## src/hdl/ecs_pkg.sv

```systemverilog
// Behaviour
// - Program window size 00=64K, 01=32K, 10=16K, 11=8K, always ending at FFFFh.
// - General base bits compare against bus address bits 15 down to 10.
// - Only base bits above the general window size take part in matching.
// - General size 000=64K up to 110=1K, 111 disabled; resets to 111.
// - I/O one timing bit: 0 E-clock high only, 1 whole address-valid time.
// - I/O two timing bit: 0 E-clock high only, 1 whole address-valid time.
// - General polarity bit: 0 active low, 1 active high.
// - General timing bit: 0 E-clock high only, 1 whole address-valid time.
// - I/O one covers x060-x7FF, I/O two x800-xFFF in register block nibble.
// - Each I/O select follows its enable bit; both enables clear at reset.
// - Each I/O polarity bit: 1 active high, 0 active low.
// - Each select has its own two-bit stretch of zero to three bus clocks.
// - Program enable resets set in expanded mode, clear in single-chip mode.
// - Program stretch resets to one cycle in expanded mode, else none.
// - Priority 1 lets general select win overlaps; 0 lets program select win.
// - General select has no enable; size 0K disables it.
// - Program select is address-valid timed, active low, start set by size.
// - Stretch fields encode 00 none, 01 one, 10 two, 11 three cycles.
package ecs_pkg;

    // ****************************************
    // Register indices, byte address is four times these
    // ****************************************
    localparam logic [15:0] IDX_STRETCH = 16'h105C;
    localparam logic [15:0] IDX_CONTROL = 16'h105D;
    localparam logic [15:0] IDX_BASE = 16'h105E;
    localparam logic [15:0] IDX_SIZE = 16'h105F;

    // ****************************************
    // Field layouts
    // ****************************************
    typedef struct packed {
        logic [1:0] io_one_stretch;
        logic [1:0] io_two_stretch;
        logic [1:0] general_stretch;
        logic [1:0] program_stretch;
    } ecs_stretch_t;

    typedef struct packed {
        logic io_one_enable;
        logic io_one_polarity;
        logic io_two_enable;
        logic io_two_polarity;
        logic general_priority;
        logic program_select_enable;
        logic prog_window_size_hi;
        logic prog_window_size_lo;
    } ecs_control_t;

    typedef struct packed {
        logic [5:0] general_base_bits;
        logic [1:0] unused;
    } ecs_base_t;

    typedef struct packed {
        logic io_one_timing_sel;
        logic io_two_timing_sel;
        logic unused;
        logic general_polarity;
        logic general_timing_sel;
        logic [2:0] general_window_size;
    } ecs_size_t;

    typedef struct packed {
        logic io_one;
        logic io_two;
        logic prog;
        logic gen;
    } ecs_sel_t;

    // ****************************************
    // Reset values and masks
    // ****************************************
    localparam logic [7:0] RST_STRETCH = 8'h00;
    localparam logic [7:0] RST_STRETCH_EXP = 8'h01;
    localparam logic [7:0] RST_CONTROL = 8'h00;
    localparam logic [7:0] RST_CONTROL_EXP = 8'h04;
    localparam logic [7:0] RST_BASE = 8'h00;
    localparam logic [7:0] RST_SIZE = 8'h07;
    localparam logic [7:0] MASK_BASE = 8'hFC;
    localparam logic [7:0] MASK_SIZE = 8'hDF;
    localparam logic [2:0] GEN_SIZE_OFF = 3'h7;
    localparam logic [11:0] IO_ONE_FIRST = 12'h060;
    localparam logic [11:0] IO_TWO_FIRST = 12'h800;

endpackage : ecs_pkg

```

## src/hdl/ecs_decode.sv

```systemverilog
`timescale 1ns/1ps
module ecs_decode
    import ecs_pkg::*;
(
    input wire logic [15:0] addr,
    input wire logic [3:0] reg_base_nibble,
    input wire ecs_control_t ctrl,
    input wire ecs_base_t base,
    input wire ecs_size_t size,
    output ecs_sel_t hit
);

    // ****************************************
    // Window masks
    // ****************************************
    function automatic logic [5:0] gen_mask(input logic [2:0] code);
        gen_mask = ~(6'h3F >> code);
    endfunction : gen_mask

    wire logic [1:0] psize = {ctrl.prog_window_size_hi, ctrl.prog_window_size_lo};
    wire logic [2:0] pmask = (psize == 2'h0) ? 3'h0 : (psize == 2'h1) ? 3'h4 :
                             (psize == 2'h2) ? 3'h6 : 3'h7;
    wire logic prog_hit = ((addr[15:13] & pmask) == pmask);
    wire logic [5:0] gdiff = (addr[15:10] ^ base.general_base_bits) &
                             gen_mask(size.general_window_size);
    wire logic gen_hit = (size.general_window_size != GEN_SIZE_OFF) &&
                         (gdiff == 6'h00);
    wire logic blk_hit = (addr[15:12] == reg_base_nibble);
    wire logic io1_hit = blk_hit && !addr[11] && (addr[11:0] >= IO_ONE_FIRST);
    wire logic io2_hit = blk_hit && (addr[11:0] >= IO_TWO_FIRST);
    wire logic prog_on = ctrl.program_select_enable && prog_hit;

    // Overlap resolved here so stretch and pins agree on the winner
    assign hit.io_one = ctrl.io_one_enable && io1_hit;
    assign hit.io_two = ctrl.io_two_enable && io2_hit;
    assign hit.prog = prog_on && !(gen_hit && ctrl.general_priority);
    assign hit.gen = gen_hit && !(prog_on && !ctrl.general_priority);

endmodule : ecs_decode

```

## src/hdl/ecs_stretch.sv

```systemverilog
`timescale 1ns/1ps
module ecs_stretch
    import ecs_pkg::*;
(
    input wire logic clock,
    input wire logic rst,
    input wire logic start,
    input wire logic e_rise,
    input wire logic [1:0] cycles,
    output logic busy
);

    logic [1:0] count;
    wire logic [1:0] next_count = start ? cycles :
                                  (e_rise && count != 2'h0) ? count - 2'h1 : count;

    always_ff @(posedge clock)
    begin
        if (rst)
        begin
            count <= 2'h0;
            busy <= 1'b0;
        end
        else
        begin
            count <= next_count;
            busy <= (next_count != 2'h0);
        end
    end

endmodule : ecs_stretch

```

## src/hdl/ecs_top.sv

```systemverilog
// The Avalon-MM register port was chosen for this implementation.
`timescale 1ns/1ps
module ecs_top
    import ecs_pkg::*;
(
    input wire logic clock,
    input wire logic rst,
    input wire logic expanded_mode,
    input wire logic [15:0] avs_address,
    input wire logic avs_read,
    input wire logic avs_write,
    input wire logic [31:0] avs_writedata,
    input wire logic [3:0] avs_byteenable,
    output logic [31:0] avs_readdata,
    output logic avs_waitrequest,
    input wire logic [15:0] cpu_addr,
    input wire logic cpu_access,
    input wire logic e_clk,
    input wire logic [3:0] reg_base_nibble,
    output logic io_select_one,
    output logic io_select_two,
    output logic program_select,
    output logic general_select,
    output logic stretch_active
);

    // ****************************************
    // Register file
    // ****************************************
    ecs_stretch_t stretch_register;
    ecs_control_t select_control_register;
    ecs_base_t general_select_base;
    ecs_size_t general_select_size_timing;

    wire logic [13:0] widx = avs_address[15:2];
    wire logic sel_str = (widx == IDX_STRETCH[13:0]);
    wire logic sel_ctl = (widx == IDX_CONTROL[13:0]);
    wire logic sel_bas = (widx == IDX_BASE[13:0]);
    wire logic sel_siz = (widx == IDX_SIZE[13:0]);
    wire logic req = avs_read || avs_write;
    wire logic wr_go = avs_write && !avs_waitrequest && avs_byteenable[0];
    wire logic [7:0] wbyte = avs_writedata[7:0];
    wire logic [7:0] rbyte = sel_str ? stretch_register :
                             sel_ctl ? select_control_register :
                             sel_bas ? general_select_base :
                             sel_siz ? general_select_size_timing : 8'h00;

    // One wait state: answer on the cycle after the request is seen
    wire logic next_wait = !(req && avs_waitrequest);

    always_ff @(posedge clock)
    begin
        if (rst)
        begin
            avs_waitrequest <= 1'b1;
            avs_readdata <= 32'h0000_0000;
        end
        else
        begin
            avs_waitrequest <= next_wait;
            avs_readdata <= {24'h00_0000, rbyte};
        end
    end

    // Mode strap caught at reset, synchronous so sampling a port is safe
    always_ff @(posedge clock)
    begin
        if (rst)
        begin
            stretch_register <= expanded_mode ? RST_STRETCH_EXP : RST_STRETCH;
            select_control_register <= expanded_mode ? RST_CONTROL_EXP : RST_CONTROL;
            general_select_base <= RST_BASE;
            general_select_size_timing <= RST_SIZE;
        end
        else if (wr_go)
        begin
            if (sel_str)
                stretch_register <= wbyte;
            if (sel_ctl)
                select_control_register <= wbyte;
            if (sel_bas)
                general_select_base <= wbyte & MASK_BASE;
            if (sel_siz)
                general_select_size_timing <= wbyte & MASK_SIZE;
        end
    end

    // ****************************************
    // Decode and pin timing
    // ****************************************
    ecs_sel_t hit;

    ecs_decode u_decode (
        .addr(cpu_addr),
        .reg_base_nibble(reg_base_nibble),
        .ctrl(select_control_register),
        .base(general_select_base),
        .size(general_select_size_timing),
        .hit(hit)
    );

    wire logic e_high = cpu_access && e_clk;
    wire logic act_io1 = hit.io_one &&
        (general_select_size_timing.io_one_timing_sel ? cpu_access : e_high);
    wire logic act_io2 = hit.io_two &&
        (general_select_size_timing.io_two_timing_sel ? cpu_access : e_high);
    wire logic act_gen = hit.gen &&
        (general_select_size_timing.general_timing_sel ? cpu_access : e_high);
    wire logic act_prog = hit.prog && cpu_access;

    wire logic next_io1 = act_io1 ~^ select_control_register.io_one_polarity;
    wire logic next_io2 = act_io2 ~^ select_control_register.io_two_polarity;
    wire logic next_gen = act_gen ~^ general_select_size_timing.general_polarity;
    wire logic next_prog = !act_prog;

    always_ff @(posedge clock)
    begin
        if (rst)
        begin
            io_select_one <= 1'b1;
            io_select_two <= 1'b1;
            program_select <= 1'b1;
            general_select <= 1'b1;
        end
        else
        begin
            io_select_one <= next_io1;
            io_select_two <= next_io2;
            program_select <= next_prog;
            general_select <= next_gen;
        end
    end

    // ****************************************
    // Stretch for the winning select
    // ****************************************
    logic access_d;
    logic e_clk_d;

    always_ff @(posedge clock)
    begin
        if (rst)
        begin
            access_d <= 1'b0;
            e_clk_d <= 1'b0;
        end
        else
        begin
            access_d <= cpu_access;
            e_clk_d <= e_clk;
        end
    end

    wire logic access_start = cpu_access && !access_d;
    wire logic [1:0] str_cycles =
        hit.io_one ? stretch_register.io_one_stretch :
        hit.io_two ? stretch_register.io_two_stretch :
        hit.gen ? stretch_register.general_stretch :
        hit.prog ? stretch_register.program_stretch : 2'h0;

    ecs_stretch u_stretch (
        .clock(clock),
        .rst(rst),
        .start(access_start),
        .e_rise(e_clk && !e_clk_d),
        .cycles(str_cycles),
        .busy(stretch_active)
    );

endmodule : ecs_top

```

## config.mk

```make
export PLATFORM = sky130hd
export DESIGN_NAME = ecs_top
export DESIGN_NICKNAME = d
export VERILOG_FILES = /design/src/hdl/ecs_pkg.sv /design/src/hdl/ecs_decode.sv /design/src/hdl/ecs_stretch.sv /design/src/hdl/ecs_top.sv
export SDC_FILE = /design/constraint.sdc
export NUM_CORES = 1
export LEC_CHECK = 0
export BUFFER_PORTS_ARGS = -buffer_cell sky130_fd_sc_hd__buf_2
export CORE_MARGIN = 2
export CORE_UTILIZATION = 30
export CTS_CLUSTER_SIZE = 8
export DETAILED_ROUTE_END_ITERATION = 6
export MAX_ROUTING_LAYER = met4
export PLACE_DENSITY_LB_ADDON = 0.25
export SYNTH_ARGS = -nofsm -noshare
export SYNTH_HDL_FRONTEND = slang
export SYNTH_SLANG_ARGS = --single-unit
```

## constraint.sdc

```tcl
create_clock -name clock -period 3.6 [get_ports clock]
set_input_delay 0.72 -clock clock [delete_from_list [all_inputs] [get_ports clock]]
set_output_delay 0.72 -clock clock [all_outputs]
set_load 0.02 [all_outputs]
```

==> results of run 1 <==
[final timing paths]
| path | end | slack (ns) |
|---|---|---|
| max | u_stretch.busy | 1.24 |
| min reg2reg | avs_waitrequest | 0.44 |
| min | avs_waitrequest | 0.44 |
| max reg2reg | u_stretch.busy | 1.52 |
[area by class of cell]
class	instances	area, µm²	share of cell area [%]
Inverter	11	41.3	1.45
Tap cell	102	128	4.47
Timing Repair Buffer	60	305	10.7
Sequential cell	47	1100	38.5
Clock buffer	7	76.3	2.67
Clock inverter	1	30.0	1.05
Multi-Input combinational cell	169	1170	41.1
[metal layers]
| layer | vias to the layer above | wire [µm] | part of all wire (%) | global-route usage (%) |
|---|---|---|---|---|
| met5 | - | 0 | 0 | - |
| met4 | 0 | 66 | 1.1 | 3.62 |
| met3 | 6 | 356 | 6.1 | 3.53 |
| met2 | 63 | 2860 | 49 | 21.6 |
| met1 | 860 | 2530 | 44 | 18.2 |
| li1 | 897 | - | - | - |
[cell families (layout without fill, tap and decap cells)]
| group | after synthesis | after routing | share of synthesized area [%] |
|---|---|---|---|
| mux | 21 | 21 | 11.2 |
| compound gates | 34 | 34 | 9.94 |
| flops | 47 | 47 | 45.3 |
| other cells | 1 | 24 | 0.154 |
| simple gates | 76 | 76 | 18.3 |
| xor+xnor | 13 | 13 | 4.69 |
| fa+ha+maj | 1 | 1 | 0.515 |
| buf+inv | 40 | 79 | 9.89 |
[registers in the layout, indices dropped and copies added (netlist names)]
register,cells
general_select,1
e_clk_d,1
program_select,1
avs_waitrequest,1
stretch_register,8
u_stretch.count,2
io_select_two,1
general_select_size_timing,7
access_d,1
general_select_base,6
avs_readdata,8
u_stretch.busy,1
io_select_one,1
select_control_register,8
[placed cells by master (no fill, tap or decap), types with 6 or more instances in the layout]
cell type   n
buf_2      58
conb_1     24
dfxtp_1    31
edfxtp_1   16
inv_1      10
mux2i_1    16
nand2_1    12
nor2_1     22
nor2b_1    18
o21ai_0     6
xnor2_1    10
[power breakdown]
part	internal [W]	total, W	switching, W
Clock	0.000208	0.000378	0.000170
Combinational	0.0000600	0.000154	0.0000941
Sequential	0.000572	0.000585	0.0000127
[metrics by stage]
stage          power [W]  std cells  utilization [%]  worst slack (ns)  hold WS, ns
5_1_grt          0.00118        397             36.8              1.17        0.465
3_3_place_gp    0.000750        389             35.4             0.957        0.418
6_report         0.00112        397             36.8              1.24        0.441
3_5_place_dp    0.000751        389             35.4             0.960        0.425
4_1_cts          0.00113        397             36.8              1.27        0.446
2_1_floorplan   0.000710        256                -             0.913        0.464
[cells in the mapped netlist, drive strengths merged, types with 5 or more instances]
cell and number:
dfxtp 31, buf 25, nor2 24, nor2b 18, edfxtp 16, mux2i 16
nand2 12, inv 10, xnor2 10, o21ai 6, mux4 5
==> impl_results.md, run 1 <==
- Status: finished, final reports clean
- Final Critical Period: 2.36 ns
- Row count: 32
- Distinct cells, synth: 46
- Syn-to-layout area delta: 17.6%
- Fin Setup TNS: 0 ns
- Clock latency on the worst-skew pair: 0.30 ns
- Drt drc: 0
- CP Launch Type: input pin
- Synth top area cells: dfxtp_1, edfxtp_1, buf_4
- First-pass GRT wire length: approximately 8900 µm
- Post-synthesis instance area: 2430 µm²
- DIE AREA: around 9000 µm²
- DR pass1 iterations: 4
- Die width: between 90 and 100 µm
- Initial Util: a little under a third
- Placed Area: between 2000 and 3000 µm²
- CTS resizes: 0
- Critical Path End Type: flip-flop
- CP max-delay cell: or4_1
- Worst reg2reg startpoint: u_stretch.count[0]
- ANT nets after route: 0
- Gr ovfl total: 0
- Final Hold Fails: 0
- WS Path Type: in -> reg
- Max stage delay on crit path: 0.56 ns
- Hold depth: 1
- H-tree Lvls: 2
- Routed wire length: about 5800 µm
- Critical path peak fanout: 3
- Number of global-route vias before repair: between 1500 and 2000
- VDD IR max: 0.122 mV
- Wirelength per Cell: 14.7 µm
- Synth top area share: about a quarter
- Max cap viols: 0
- Layout Skew: approximately 0.0092 ns
- Area leader, netlist: dfxtp_1
- Core footprint: between 7000 and 8000 µm²
- Worst Path Buf+Inv: 1
- Num ports: 117
- Post-cts hold buffer count: 0
- Clk slew on worst S/H paths: about 0.08 ns
- Layout cell share with drive strength beyond 1: 25.4%
- Fmax: 423 MHz
- Finished Cell Area: 2860 µm²
- Register area share after synthesis: between 40% and 50%
- Power Density: between 300 and 400 nW/µm²
- Initial antenna violation count: 0
- Register-to-Register Path Depth: 8
- Placer Congestion: 0.823
- Mean post-synth cell area: 10.4 µm²
- Top_reg_cell synth: dfxtp_1
- Min-Delay Path Class: reg -> reg
- Longest Clk Path Bufs: 2
- Post-Synthesis Cells: about 230
- CTS tree: done
- Sink Count: 47
- Largest net degree at the start of global routing: 27
- Final setup vio count: 0
- IO buf count: 58
- Layout Nets: approximately 370
- Async S/R FF share, synth: 0%
- Fin. max-slew vios: 0
- Via count: about 1800
- CTS root buf: clkbuf_8
- Via/cell ratio: 4.60
- Starting DRC count in detailed routing: 137
- CP delay by family, top: compound AO/OA/AOI/OAI gates
- Critical Path AT: between 2 and 3 ns
- TritonCTS buffer count: 5
- HP Start: avs_waitrequest
- Number of synthesized flops with an enable pin: 16
- Seq cells post-synth: 47
- Critical path required time: 3.79 ns
- Post-CTS setup buffer count: 0
- Worst path cell trace: buf_2 -> or4_1 -> o211a_1 -> a221o_1 -> a311oi_1 -> a211oi_1 -> o311ai_1
- Lkg Pwr: 1.20 nW
- WP depth: 7
- Number of antenna diodes: 0
- Fill count: 826
- Chip height: 94.0 µm
- RSZ-0062 raised after global routing: no
- Hpwl dp: between 4000 and 5000 µm
- Ys Warns: 0
- Period utilisation layout: about 66%
- GRT Total Usage: between 10% and 20%
- CP startpoint: cpu_addr[10]
(Power assumes the default switching activity.)
==> run 2: changes to the inputs <==
==> constraint.sdc (replaced) <==
create_clock -name clock -period 1.9 [get_ports clock]
set_input_delay 0.38 -clock clock [delete_from_list [all_inputs] [get_ports clock]]
set_output_delay 0.38 -clock clock [all_outputs]
set_load 0.02 [all_outputs]
==> run 2 against run 1 <==
Net effect:
- design area up 9.8%
- highest routed layer unchanged
- final cell count increased by 5.5%
- sequential share of layout area fell by 3.4 points
- the flow now finishes with violations (setup timing)
- largest power group unchanged
- utilization grew 3.6 points
==> impl_results.md, run 2 (synthesis results as in run 1) <==
- Status: complete, but fails checks
- Violated checks: setup timing
- GRT Total Usage: 14.5%
- Seq pwr share: 52.6%
- Layout cell share with drive strength beyond 1: 35.6%
- Max cap viols: 0
- Longest Clk Path Bufs: 2
- Post-cts hold buffer count: 0
- Via/cell ratio: 4.48
- Wirelength per Cell: 14.6 µm
- CTS root buf: clkbuf_8
- Number of global-route vias before repair: between 1500 and 2000
- Clock latency on the worst-skew pair: 0.30 ns
- CP Launch Type: input pin
- Number of antenna diodes: 0
- HP Start: avs_read
- Worst Path Buf+Inv: 1
- CTS tree: done
- Placer Congestion: 0.843
- Syn-to-layout area delta: 29.1%
- Starting DRC count in detailed routing: a little over 60
- Via count: 1879
- IO buf count: 58
- VDD IR max: 0.290 mV
- Routed wire length: ~6100 µm
- Initial antenna violation count: 0
- Flop2flop setup slack: 0 ns
- First-pass GRT wire length: 9340 µm
- Clock share of power: a little under a third
- Worst reg2reg startpoint: u_stretch.count[0]
- Final Critical Period: 1.96 ns
- Fin. max-slew vios: 0
- Final setup vio count: 1
- Largest net degree at the start of global routing: 22
- DR pass1 iterations: 4
- Placed cells: 410
- Int Power: 0.00154 W
- Critical Path AT: 2.16 ns
- Min Hold Slack: 0.277 ns
- Post-route core utilization: 40.4%
- Setup ws final: -0.0632 ns
- Comb power frac: 17.1%
- Largest registers: avs_readdata x8, select_control_register x8, stretch_register x8
- Lkg Pwr: 1.34 nW
- Power Density: 671 nW/µm²
- Critical path required time: 2.10 ns
- Sink Count: 47
- Placed Area: 2970 µm²
- WS Path Type: in -> reg
- Num ports: 117
- Layout Nets: 396
- CP startpoint: cpu_addr[9]
- Place WS: -0.334 ns
- Worst path cell trace: buf_6 -> or4_4 -> o211a_1 -> a221o_1 -> a311oi_2 -> a211oi_2 -> o311ai_1
- Period utilisation layout: 103%
- Gr ovfl total: 0
- Clk slew on worst S/H paths: 0.08 ns
- Die width: 94.0 µm
- Register-to-Register Path Depth: 9
- Post-Layout Cell Count: 419
- Final Hold Fails: 0
- Critical R2R Capture: u_stretch.busy
- Min-Delay Path Class: in -> reg
- Critical Path Sink: u_stretch.busy
- Critical path peak fanout: 3
- Chip height: 94.0 µm
- Commonest non-fill, non-tap cell in the layout: buf_2
- H-tree Lvls: 2
- Hpwl dp: 4860 µm
- Switching Share: 26.7%
- Critical Path End Type: flip-flop
- Row count: 32
- Fmax: approximately 510 MHz
- TritonCTS buffer count: 5
- Finished Cell Area: around 3100 µm²
- DIE AREA: between 8000 and 9000 µm²
- CP delay by family, top: compound AO/OA/AOI/OAI gates
- Core footprint: 7770 µm²
- Commonest non-fill, non-tap cells in the layout: buf_2, dfxtp_1, conb_1
- Initial Util: 31.3%
- CP max-delay cell: or4_4
- Drt drc: 0
- RSZ-0062 raised after global routing: yes
- Layout Skew: 0.0110 ns
- WP depth: 7
- ANT nets after route: 0
- Switching power: ~0.00056 W
- Max stage delay on crit path: 0.53 ns
## run 2: area by class of cell
cell class / instances / area, µm²
timing repair buffer: 82 / 502
tap: 102 / 128
clock buffer: 7 / 86.3
sequential: 47 / 1100
multi-input combinational: 169 / 1270
clock inverter: 1 / 8.76
fill: 783 / 4630
inverter: 11 / 41.3
## run 2: what timing repair did
item / CTS / global route
setup buffers: 0 / 1
setup endpoints to repair: 2 / 4
resized for setup: 4 / 10
pin swaps: 2 / 7
## run 2: metal layers
layer  vias to the layer above  GRT usage, %  part of all wire (%)
li1                        940             -                     -
met1                       865          18.4                    45
met2                        64          23.2                    48
met3                        10          2.73                   5.2
met4                         0          4.95                   2.0
met5                         -             -                     0
## run 2: worst min-delay path by stage
stage	cells after the start	slack, ns	endpoint
after floorplan	1	0.46	access_d
after global placement	1	0.41	avs_waitrequest
after detailed placement	1	0.43	avs_waitrequest
after CTS	2	0.27	avs_waitrequest
after global routing	2	0.27	avs_waitrequest
final	2	0.28	avs_waitrequest
## run 2: worst reg2reg max path: stages, from the launching register on
cell	delay, ns
dfxtp_2	0.34
inv_2	0.04
ha_4	0.15
nor3b_2	0.17
buf_4	0.16
xnor2_4	0.07
a221o_1	0.36
a311oi_2	0.32
a211oi_2	0.10
o311ai_1	0.10
## run 2: metrics by stage
| step | power [W] | setup TNS, ns |
|---|---|---|
| after global placement | 0.00147 | -6.35 |
| after global routing | 0.00220 | -0.129 |
| after detailed placement | 0.00147 | -6.54 |
| final | 0.00211 | -0.0632 |
| after floorplan | 0.00135 | -1.23 |
| after CTS | 0.00210 | 0 |
## run 2: power by group through the flow
stage | combinational [W] | clock [W] | sequential (W)
floorplan | 0.000219 | 0 | 0.00113
global placement | 0.000337 | 0 | 0.00113
detailed placement | 0.000338 | 0 | 0.00113
CTS | 0.000343 | 0.000651 | 0.00111
global route | 0.000394 | 0.000693 | 0.00111
finish | 0.000360 | 0.000638 | 0.00111
